`config.mk`:
```
export PLATFORM = sky130hd
export DESIGN_NAME = rps_rail_power_sequencer
export DESIGN_NICKNAME = d
export VERILOG_FILES = /design/src/rps_pkg.sv /design/src/rps_rail_power_sequencer.sv
export SDC_FILE = /design/constraint.sdc
export NUM_CORES = 1
export LEC_CHECK = 0
export BUFFER_PORTS_ARGS = -buffer_cell sky130_fd_sc_hd__buf_4
export CAP_MARGIN = 20
export CORE_ASPECT_RATIO = 0.6
export CORE_MARGIN = 2
export CORE_UTILIZATION = 55
export DETAILED_ROUTE_END_ITERATION = 12
export HOLD_SLACK_MARGIN = 0.06
export PLACE_DENSITY = 0.72
export SYNTH_ARGS = -nofsm -noshare
export SYNTH_HDL_FRONTEND = slang
export SYNTH_SLANG_ARGS = --single-unit
```
`constraint.sdc`:
```
create_clock -name mclk -period 4.7 [get_ports mclk]
set_clock_uncertainty 0.05 [all_clocks]
set_input_delay 0.94 -clock mclk [delete_from_list [all_inputs] [get_ports mclk]]
set_output_delay 0.94 -clock mclk [all_outputs]
set_load 0.01 [all_outputs]
```
`src/rps_pkg.sv`:
```
/*
 * Constants, state encoding and carrier structs for the rail power sequencer.
 * Assumes a single 10 MHz clock; all times are turned into cycle counts here.
 */
package rps_pkg;

    localparam int unsigned CLK_HZ = 10_000_000;
    localparam int unsigned HZ_PER_KHZ = 1000;
    localparam int unsigned HZ_PER_MHZ = 1_000_000;

    // Power-up times in ms, as specified
    localparam int unsigned EN_DLY_MS = 11;
    localparam int unsigned MON_MS = 10;
    localparam int unsigned RST_DLY_MS = 10;

    // Power-down and filter times in us; each sits inside its allowed window
    localparam int unsigned REQ_FLT_US = 100;
    localparam int unsigned VM_FLT_US = 60;
    localparam int unsigned PARK_US = 100;
    localparam int unsigned RST_ASSERT_US = 200;

    localparam int unsigned EN_DLY_CYC_DEF = EN_DLY_MS * (CLK_HZ / HZ_PER_KHZ);
    localparam int unsigned MON_CYC_DEF = MON_MS * (CLK_HZ / HZ_PER_KHZ);
    localparam int unsigned RST_DLY_CYC_DEF = RST_DLY_MS * (CLK_HZ / HZ_PER_KHZ);
    localparam int unsigned REQ_FLT_CYC = REQ_FLT_US * (CLK_HZ / HZ_PER_MHZ);
    localparam int unsigned VM_FLT_CYC = VM_FLT_US * (CLK_HZ / HZ_PER_MHZ);
    localparam int unsigned PARK_CYC = PARK_US * (CLK_HZ / HZ_PER_MHZ);
    localparam int unsigned RST_ASSERT_CYC = RST_ASSERT_US * (CLK_HZ / HZ_PER_MHZ);

    localparam int unsigned CNT_W = 17;
    localparam int unsigned FLT_W = 11;
    localparam int unsigned SYNC_W = 5;

    // Bit positions in the synchroniser word
    localparam int unsigned SY_REQ = 0;
    localparam int unsigned SY_VM = 1;
    localparam int unsigned SY_CORE = 2;
    localparam int unsigned SY_MID = 3;
    localparam int unsigned SY_IO = 4;

    typedef enum logic [3:0] {
        RPS_OFF = 4'h0,
        RPS_WAIT_CORE = 4'h1,
        RPS_CHK_CORE = 4'h2,
        RPS_CHK_MID = 4'h3,
        RPS_CHK_IO = 4'h4,
        RPS_WAIT_RST = 4'h5,
        RPS_RUN = 4'h6,
        RPS_FAULT = 4'h7,
        RPS_PARK = 4'h8,
        RPS_DISCH = 4'h9,
        RPS_SHUT = 4'hA
    } rps_state_e;

    typedef struct packed {
        logic coreEn;
        logic midEn;
        logic ioEn;
        logic resetN;
        logic parkN;
        logic discharge;
    } rps_out_s;

    typedef struct packed {
        rps_state_e st;
        logic [CNT_W-1:0] cnt;
        logic [SYNC_W-1:0] sync1;
        logic [SYNC_W-1:0] sync2;
        logic reqFilt;
        logic [FLT_W-1:0] reqCnt;
        logic vmOk;
        logic [FLT_W-1:0] vmCnt;
        rps_out_s out;
    } rps_regs_s;

    localparam rps_out_s OUT_RESET = '{coreEn: 1'b0, midEn: 1'b0, ioEn: 1'b0,
                                       resetN: 1'b0, parkN: 1'b1, discharge: 1'b0};

endpackage : rps_pkg

```
`src/rps_rail_power_sequencer.sv`:
```
/*
 * Rail power sequencer: enables core, mid and I/O rails in turn, checks each
 * monitor, releases system reset, and parks, discharges and resets on power loss.
 * Assumes monitor and sense inputs are asynchronous pins; rail monitors and the
 * main supply sense are logic levels, high when the supply is above threshold.
 */
// Behaviour
// - Core enable 11 ms after request rise
// - Check core monitor 10 ms after enable
// - Check mid monitor 10 ms after enable
// - Check I/O monitor 10 ms after enable
// - Release reset 10 ms after I/O check
// - Failed check holds reset; host restarts
// - Power-down on supply loss or request drop
// - Park within 1 ms of request fall
// - Discharge within 280 us of park
// - Reset asserted within 500 us of discharge
// - Filter short main supply dips
`timescale 1ns/100ps
module rps_rail_power_sequencer
    import rps_pkg::*;
#(
    parameter int unsigned EN_DLY_CYC = EN_DLY_CYC_DEF,
    parameter int unsigned MON_CYC = MON_CYC_DEF,
    parameter int unsigned RST_DLY_CYC = RST_DLY_CYC_DEF
) (
    input wire logic mclk,
    input wire logic rst,
    input wire logic powerRequestIn,
    input wire logic mainSupplySense,
    input wire logic coreRailGood,
    input wire logic midRailGood,
    input wire logic ioRailGood,
    output logic coreRailEnable,
    output logic midRailEnable,
    output logic ioRailEnable,
    output logic systemResetN,
    output logic mirrorParkN,
    output logic mirrorOffsetDischarge
);

    // Request filtering is part of the 11 ms delay, so only the rest is waited
    localparam int unsigned EN_WAIT_CYC = EN_DLY_CYC - REQ_FLT_CYC;

    rps_regs_s cur_reg;
    rps_regs_s cur_next;

    function automatic logic rps_hit(input logic [CNT_W-1:0] c, input int unsigned lim);
        return c == CNT_W'(lim - 1);
    endfunction : rps_hit

    function automatic logic rps_fhit(input logic [FLT_W-1:0] c, input int unsigned lim);
        return c == FLT_W'(lim - 1);
    endfunction : rps_fhit

    function automatic rps_out_s rps_decode(input rps_state_e s);
        rps_out_s o;
        o = OUT_RESET;
        case (s)
            RPS_OFF, RPS_WAIT_CORE: begin
                o = OUT_RESET;
            end
            RPS_CHK_CORE: begin
                o.coreEn = 1'b1;
            end
            RPS_CHK_MID: begin
                o.coreEn = 1'b1;
                o.midEn = 1'b1;
            end
            RPS_CHK_IO, RPS_WAIT_RST, RPS_FAULT: begin
                o.coreEn = 1'b1;
                o.midEn = 1'b1;
                o.ioEn = 1'b1;
            end
            RPS_RUN: begin
                o.coreEn = 1'b1;
                o.midEn = 1'b1;
                o.ioEn = 1'b1;
                o.resetN = 1'b1;
            end
            RPS_PARK: begin
                // Reset stays as it was through park and discharge, until RPS_SHUT
                o.coreEn = 1'b1;
                o.midEn = 1'b1;
                o.ioEn = 1'b1;
                o.resetN = 1'b1;
                o.parkN = 1'b0;
            end
            RPS_DISCH: begin
                o.coreEn = 1'b1;
                o.midEn = 1'b1;
                o.ioEn = 1'b1;
                o.resetN = 1'b1;
                o.parkN = 1'b0;
                o.discharge = 1'b1;
            end
            RPS_SHUT: begin
                o.parkN = 1'b0;
                o.discharge = 1'b1;
            end
            default: begin
                o = OUT_RESET;
            end
        endcase
        return o;
    endfunction : rps_decode

    logic powered;
    logic reqIn;
    logic vmIn;

    always_comb begin
        cur_next = cur_reg;
        cur_next.sync1 = {ioRailGood, midRailGood, coreRailGood, mainSupplySense,
                          powerRequestIn};
        cur_next.sync2 = cur_reg.sync1;
        reqIn = cur_reg.sync2[SY_REQ];
        vmIn = cur_reg.sync2[SY_VM];
        powered = (cur_reg.st == RPS_CHK_CORE) || (cur_reg.st == RPS_CHK_MID) ||
                  (cur_reg.st == RPS_CHK_IO) || (cur_reg.st == RPS_WAIT_RST) ||
                  (cur_reg.st == RPS_RUN) || (cur_reg.st == RPS_FAULT);

        // Request must hold a new level for the whole filter time
        cur_next.reqCnt = '0;
        if (reqIn != cur_reg.reqFilt) begin
            cur_next.reqCnt = cur_reg.reqCnt + 1'b1;
            if (rps_fhit(cur_reg.reqCnt, REQ_FLT_CYC)) begin
                cur_next.reqFilt = reqIn;
                cur_next.reqCnt = '0;
            end
        end

        // Dips shorter than the filter time are not treated as power loss
        cur_next.vmCnt = '0;
        if (vmIn != cur_reg.vmOk) begin
            cur_next.vmCnt = cur_reg.vmCnt + 1'b1;
            if (rps_fhit(cur_reg.vmCnt, VM_FLT_CYC)) begin
                cur_next.vmOk = vmIn;
                cur_next.vmCnt = '0;
            end
        end

        cur_next.cnt = cur_reg.cnt + 1'b1;
        case (cur_reg.st)
            RPS_OFF: begin
                cur_next.cnt = '0;
                if (cur_reg.reqFilt && cur_reg.vmOk) begin
                    cur_next.st = RPS_WAIT_CORE;
                end
            end
            RPS_WAIT_CORE: begin
                if (!cur_reg.reqFilt || !cur_reg.vmOk) begin
                    cur_next.st = RPS_OFF;
                    cur_next.cnt = '0;
                end else if (rps_hit(cur_reg.cnt, EN_WAIT_CYC)) begin
                    cur_next.st = RPS_CHK_CORE;
                    cur_next.cnt = '0;
                end
            end
            RPS_CHK_CORE: begin
                // Full wait even if the rail is good early
                if (rps_hit(cur_reg.cnt, MON_CYC)) begin
                    cur_next.st = cur_reg.sync2[SY_CORE] ? RPS_CHK_MID : RPS_FAULT;
                    cur_next.cnt = '0;
                end
            end
            RPS_CHK_MID: begin
                if (rps_hit(cur_reg.cnt, MON_CYC)) begin
                    cur_next.st = cur_reg.sync2[SY_MID] ? RPS_CHK_IO : RPS_FAULT;
                    cur_next.cnt = '0;
                end
            end
            RPS_CHK_IO: begin
                if (rps_hit(cur_reg.cnt, MON_CYC)) begin
                    cur_next.st = cur_reg.sync2[SY_IO] ? RPS_WAIT_RST : RPS_FAULT;
                    cur_next.cnt = '0;
                end
            end
            RPS_WAIT_RST: begin
                if (rps_hit(cur_reg.cnt, RST_DLY_CYC)) begin
                    cur_next.st = RPS_RUN;
                    cur_next.cnt = '0;
                end
            end
            RPS_RUN, RPS_FAULT: begin
                // A fault is left only through power-down, so the host restarts
                cur_next.cnt = '0;
            end
            RPS_PARK: begin
                if (rps_hit(cur_reg.cnt, PARK_CYC)) begin
                    cur_next.st = RPS_DISCH;
                    cur_next.cnt = '0;
                end
            end
            RPS_DISCH: begin
                if (rps_hit(cur_reg.cnt, RST_ASSERT_CYC)) begin
                    cur_next.st = RPS_SHUT;
                    cur_next.cnt = '0;
                end
            end
            RPS_SHUT: begin
                // Restart needs the request to go low first
                cur_next.cnt = '0;
                if (!cur_reg.reqFilt) begin
                    cur_next.st = RPS_OFF;
                end
            end
            default: begin
                cur_next.st = RPS_OFF;
                cur_next.cnt = '0;
            end
        endcase

        if (powered && (!cur_reg.vmOk || !cur_reg.reqFilt)) begin
            cur_next.st = RPS_PARK;
            cur_next.cnt = '0;
        end

        cur_next.out = rps_decode(cur_next.st);
        // Enables and reset only hold here, so a failed check never raises them
        if ((cur_next.st == RPS_FAULT) || (cur_next.st == RPS_PARK) ||
            (cur_next.st == RPS_DISCH)) begin
            cur_next.out.coreEn = cur_reg.out.coreEn;
            cur_next.out.midEn = cur_reg.out.midEn;
            cur_next.out.ioEn = cur_reg.out.ioEn;
            cur_next.out.resetN = cur_reg.out.resetN;
        end
    end

    always_ff @(posedge mclk or posedge rst) begin
        if (rst) begin
            cur_reg.st <= RPS_OFF;
            cur_reg.cnt <= '0;
            cur_reg.sync1 <= '0;
            cur_reg.sync2 <= '0;
            cur_reg.reqFilt <= 1'b0;
            cur_reg.reqCnt <= '0;
            cur_reg.vmOk <= 1'b0;
            cur_reg.vmCnt <= '0;
            cur_reg.out <= OUT_RESET;
        end else begin
            cur_reg <= cur_next;
        end
    end

    assign coreRailEnable = cur_reg.out.coreEn;
    assign midRailEnable = cur_reg.out.midEn;
    assign ioRailEnable = cur_reg.out.ioEn;
    assign systemResetN = cur_reg.out.resetN;
    assign mirrorParkN = cur_reg.out.parkN;
    assign mirrorOffsetDischarge = cur_reg.out.discharge;

    localparam int PARK_LIM = PARK_CYC;
    localparam int RST_LIM = RST_ASSERT_CYC;

    logic [CNT_W-1:0] dischAge;
    always_ff @(posedge mclk or posedge rst) begin
        if (rst) begin
            dischAge <= '0;
        end else if (mirrorOffsetDischarge && systemResetN) begin
            dischAge <= dischAge + 1'b1;
        end else begin
            dischAge <= '0;
        end
    end
endmodule : rps_rail_power_sequencer

```
Word level (Yosys, flattened, before mapping)
Cells that the tools add are included.

Logic and storage cells: 92. Register bits after elaboration: 61. Output and inout port bits: 6. Input bits: 7.

Reduce and logical (&&, ||, !) cells: 22. Mux-type cells: 26. Add/subtract/negate cells: 3. Equality and inequality tests: 27.

Operator list (number): 21-bit 2-to-1 mux (9); 17-bit case mux with 7 select lines (1); 11-bit 2-to-1 mux (4); 4-bit case mux with 10 select lines (1); 17-bit equality test (second input constant) (2); 4-bit by 3-bit equality test with 1-bit output (second input constant) (8); 4-bit equality test (second input constant) (6); 11-bit by 1-bit adder with 11-bit output (second input constant) (2); 11-bit by 10-bit equality test with 1-bit output (second input constant) (2); 17-bit by 1-bit adder with 17-bit output (second input constant) (1); 17-bit by 10-bit equality test with 1-bit output (second input constant) (1); 17-bit by 11-bit equality test with 1-bit output (second input constant) (1); 4-bit by 2-bit equality test with 1-bit output (second input constant) (4); 1-bit logical OR (8); 4-bit 2-to-1 mux (2); 8-bit OR reduction (1); 7-bit OR reduction (1); 1-bit 2-to-1 mux (6); 3-bit OR reduction (2); 6-bit OR reduction (1); 4-bit by 1-bit equality test with 1-bit output (second input constant) (1); 4-bit zero test (1); 2-bit 2-to-1 mux (2); 2-bit AND reduction (2); other kinds (5) (9).

Longest topological paths before layout
Depth after elaboration: 11. Gate-level depth with buffers: 10. Mapped depth without buffers: 9.

Least setup slack after synthesis
Ideal clock, no wire load.

Path kind: flip-flop to flip-flop. Start point: register cur_reg[40] (netlist bit). End point: register cur_reg, in the netlist coreRailEnable. Slack: 2.492 ns. Buffers on the path: 1. Data required time: 4.520 ns. Data arrival time: 2.028 ns. Library setup time: 0.130 ns. Cell stages (with the launch flop): 10. Clock period less this slack: 2.208 ns. Cell sequence: dfrtp_1 ha_1 and3_1 buf_6 and3_1 and4_4 and2_4 or3_4 o31ai_1 nor3_1.

Word-level cells in the longest chain between the ends: 8. Elaborated cells on any way between the ends: 26. Classes of those cells: eq/ne: 12; mux: 11; reduce/logical: 3.

Ends and longest elaborated chain: start: declaration (RTL line rps_rail_power_sequencer.sv:45) `rps_regs_s cur_reg;`; start signal: assignment (RTL line rps_rail_power_sequencer.sv:242) `cur_reg <= cur_next;`; 17-bit equality test (RTL line rps_rail_power_sequencer.sv:49) `return c == CNT_W'(lim - 1);`; 21-bit 2-to-1 mux (RTL line rps_rail_power_sequencer.sv:155) `end else if (rps_hit(cur_reg.cnt, EN_WAIT_CYC)) begin`; 21-bit 2-to-1 mux (RTL line rps_rail_power_sequencer.sv:152) `if (!cur_reg.reqFilt || !cur_reg.vmOk) begin`; 4-bit case mux with 10 select lines (*) (RTL line rps_rail_power_sequencer.sv:144) `case (cur_reg.st)`; 21-bit 2-to-1 mux (*) (RTL line rps_rail_power_sequencer.sv:214) `if (powered && (!cur_reg.vmOk || !cur_reg.reqFilt)) begin`; 4-bit by 3-bit equality test with 1-bit output (tied with other cells) (RTL line rps_rail_power_sequencer.sv:59, rps_rail_power_sequencer.sv:221); 8-bit OR reduction (no line) or 1-bit logical OR (tied branches); 1-bit 2-to-1 mux or 1-bit logical OR (tied branches) (RTL line rps_rail_power_sequencer.sv:59, rps_rail_power_sequencer.sv:221).

Mark *: on every way between the ends. The rest lies on a longest branch, timed or not. A chain may end at the register's enable or synchronous reset.

Worst setup path in the final report
Ends and elaborated chain as after synthesis.

==> impl_metrics.env <==
export IMPL_insertion_delay_ns=0.34
export IMPL_layout_drive_gt1_share_pct=15.6
export IMPL_grt_first_pass_wirelength_um=9690
export IMPL_p_leak_nw=1.47
export IMPL_post_cts_hold_buffer_count=0
export IMPL_initial_utilization_pct=58.3
export IMPL_cpPeakStageDelay_ns=0.66
export IMPL_total_power_mw=1.02
export IMPL_drt_iter0_drc=125
export IMPL_synth_nets=310
export IMPL_cts_resized_gates=0
export IMPL_post_dp_hpwl_um=3930
export IMPL_cts_root_buf="clkbuf_8"
export IMPL_synth_top_flop_cell="dfrtp_1"
export IMPL_drcViolationCount=0
export IMPL_crit_path_start_kind="register"
export IMPL_drv_cap=0
export IMPL_worst_endpoint_required_ns=4.87
export IMPL_cts_made_buffers=9
export IMPL_critPathKind="reg -> reg"
export IMPL_layout_area_seq_um2=1530
export IMPL_buffer_ports_inserted=12
export IMPL_cts_tree="yes"
export IMPL_vias_in_the_first_global_route=1980
export IMPL_die_width_um=99.6
export IMPL_run_status="finished clean"
export IMPL_holdPathEnd="cur_reg[30]"
export IMPL_fraction_of_synthesized_cell_area_in_xor_and_xnor_cells_pct=9.29
export IMPL_power_per_cell_area_nw_per_um2=305
export IMPL_place_congestion=0.827
export IMPL_flip_flop_and_latch_count_after_synthesis=61
export IMPL_worst_hold_path_type="reg -> reg"
export IMPL_finalInstanceArea_um2=3340
export IMPL_crit_reg2reg_capture="coreRailEnable"
export IMPL_syn2layout_area_growth_pct=10.8
export IMPL_fillerInstances=452
export IMPL_netlist_instances=300
export IMPL_ys_warn_count=0
export IMPL_post_synth_simple_gate_area_pct=25.5
export IMPL_fp_dieH_um=61.4
export IMPL_largest_reg_flops=50
export IMPL_maxSlewViolCount=0
export IMPL_reg2reg_depth=7
export IMPL_crit_path_end_kind="register"
export IMPL_min_period_over_period_pct=54.0
export IMPL_io_pins=13
export IMPL_slew_headroom_pct=51.0
export IMPL_crit_path_cell_trace="ha_1 > and3_1 > nand3_4 > a2111oi_0 > o21ai_2 > nor4b_1 > nor3_1"
export IMPL_synth_seq_area_share_pct=50.6
export IMPL_grt_max_degree=61
export IMPL_synth_mux_area_share_pct=1.08
export IMPL_finalCriticalPeriod_ns=2.54
export IMPL_route_detailed_wl_per_inst_um=14.6
export IMPL_crit_arrival_ns=2.71
export IMPL_post_synth_cell_area_avg_um2=10.1
export IMPL_detailroute_via_count=2208
export IMPL_final_hold_violation_count=0
export IMPL_worstReg2RegStart="cur_reg[40]"
export IMPL_count_of_cells_along_the_worst_hold_path=0
export IMPL_post_dp_cell_area_um2=3150
export IMPL_cpMaxStageDelayCell="a2111oi_0"
export IMPL_postRouteWirelength_um=5660
export IMPL_detail_route_vias_per_cell=5.71
export IMPL_cts_sink_count=61
export IMPL_worstPathMaxFanout=6
export IMPL_multi_input_comb_area_um2=1410
export IMPL_final_setup_viol_count=0
export IMPL_synth_compound_gate_area_share_pct=9.66
export IMPL_antenna_cells_inserted=0
export IMPL_grt_ovfl_total=0
export IMPL_cts_repair_timing_setup_buffer_count=0
export IMPL_slack_of_the_worst_reg_to_reg_path_ns=2.16
export IMPL_unrepaired_setup_endpoints_after_global_routing="no"
export IMPL_design_final_nets=326
export IMPL_rows=20
export IMPL_timing_worst_slew_pin_value_ns=0.736
export IMPL_core_um2=5180
export IMPL_drt_pass1_iterations=5
export IMPL_clkSlewWorstSetupHoldPaths_ns=0.07
export IMPL_number_of_enable_flip_flop_cells_after_synthesis=0
export IMPL_hold_ws_ns=0.302
export IMPL_min_delay_start="cur_next[30]"
export IMPL_yosysUniqueCellTypes=61
export IMPL_clock_tree_buffer_depth=2
export IMPL_dieArea_um2=6120
export IMPL_worst_ir_drop_on_vdd_mv=0.198
export IMPL_antenna_found_initial=0
export IMPL_synth_fa_ha_area_share_pct=1.24
export IMPL_fin_setup_tns_ns=0
export IMPL_grt_total_usage_pct=21.1
export IMPL_ys_async_sr_fraction_pct=100
export IMPL_ant_nets=0
export IMPL_cts_max_level=3
export IMPL_netlist_area_um2=3020
export IMPL_fmaxAchievable_mhz=394
export IMPL_synth_top_family_by_area="simple AND/OR/NAND/NOR gates"
[cells in the mapped netlist, types with 2 or more instances]
cell	count	share of area, %
a21o_1	2	0.50
a21oi_1	8	1.3
and2_1	5	1.0
and3_1	8	1.7
and4_4	2	0.75
and4bb_1	2	0.83
buf_2	4	0.66
buf_6	2	0.75
clkbuf_1	3	0.37
dfrtp_1	60	50
ha_1	3	1.2
inv_1	7	0.87
mux2_2	2	0.75
nand2_1	22	2.7
nand2b_1	3	0.62
nand3_1	16	2.7
nand4_1	6	1.2
nor2_1	50	6.2
nor2b_1	4	0.83
nor3_1	2	0.33
nor3b_1	2	0.50
nor4_1	2	0.41
nor4b_1	2	0.58
o21ai_0	10	1.7
o21ai_1	4	0.66
o21ai_2	2	0.58
or3_1	3	0.62
xnor2_1	10	2.9
xor2_1	22	6.4
[area by class of cell]
| type | instances | share of cell area, % |
|---|---|---|
| Sequential cell | 61 | 45.7 |
| Inverter | 7 | 0.786 |
| Timing Repair Buffer | 14 | 3.14 |
| Multi-Input combinational cell | 223 | 42.2 |
| Clock inverter | 4 | 1.42 |
| Clock buffer | 12 | 4.34 |
| Tap cell | 66 | 2.47 |
[per-stage QoR]
stage	worst slack [ns]	utilization, %	std cells
floorplan	2.20	-	300
global placement	2.27	60.7	370
detailed placement	2.29	60.8	371
CTS	2.26	64.6	387
global route	1.95	64.6	387
finish	2.16	64.6	387
[worst max-delay path, delay by kind of cell, from the launching register on]
kind	cells	cell delay, ns
AO/OA/AOI/OAI	2	0.84
adder cells (fa/ha/maj)	1	0.23
flip-flops	1	0.39
AND/OR/NAND/NOR	4	0.91
[metal layers]
| metal | track usage, % | up-vias | part of all wire, % |
|---|---|---|---|
| met5 | 0 | - | 0 |
| met4 | 7.44 | 0 | 0.71 |
| met3 | 7.60 | 6 | 4.5 |
| met2 | 28.1 | 52 | 41 |
| met1 | 31.7 | 1076 | 54 |
| li1 | - | 1074 | - |
[where the power goes]
part	internal, mW	switching (mW)
combinational	0.00878	0.0168
clock	0.258	0.197
sequential	0.534	0.00563
[cells by family after synthesis]
group / Yosys count
AND/OR/NAND/NOR: 142
flip-flops: 61
AO/OA/AOI/OAI: 43
XOR/XNOR: 32
buffers and inverters: 16
multiplexers: 3
adder cells (fa/ha/maj): 3
[layout by cell type, fill, tap and decap left out, types with 2 or more instances in the layout]
cell,n
dfrtp_1,60
xnor2_1,10
nor3b_1,2
or3_1,3
a21o_1,2
ha_1,3
nand2b_1,3
and2_1,5
o21ai_1,4
clkinv_2,2
nor4_1,2
and4_4,2
nor3_1,2
o21ai_0,10
and3_1,8
xor2_1,22
nor2_1,50
clkbuf_1,2
nor4b_1,2
o21ai_2,2
and4bb_1,2
clkbuf_8,10
nand2_1,22
nor2b_1,4
nand4_1,6
a21oi_1,8
buf_4,14
mux2_2,2
nand3_1,16
inv_1,6
[worst max-delay path by stage]
stage                 from             end  slack (ns)  depth (start not counted)
6_report       cur_reg[40]  coreRailEnable        2.16                          7
5_1_grt        cur_reg[40]  coreRailEnable        1.95                          7
4_1_cts        cur_reg[40]  coreRailEnable        2.26                          7
3_5_place_dp   cur_reg[40]  coreRailEnable        2.29                          7
3_3_place_gp   cur_reg[40]  coreRailEnable        2.27                          7
2_1_floorplan          rst  coreRailEnable        2.20                          1
Power figures use the tool's default switching activity.
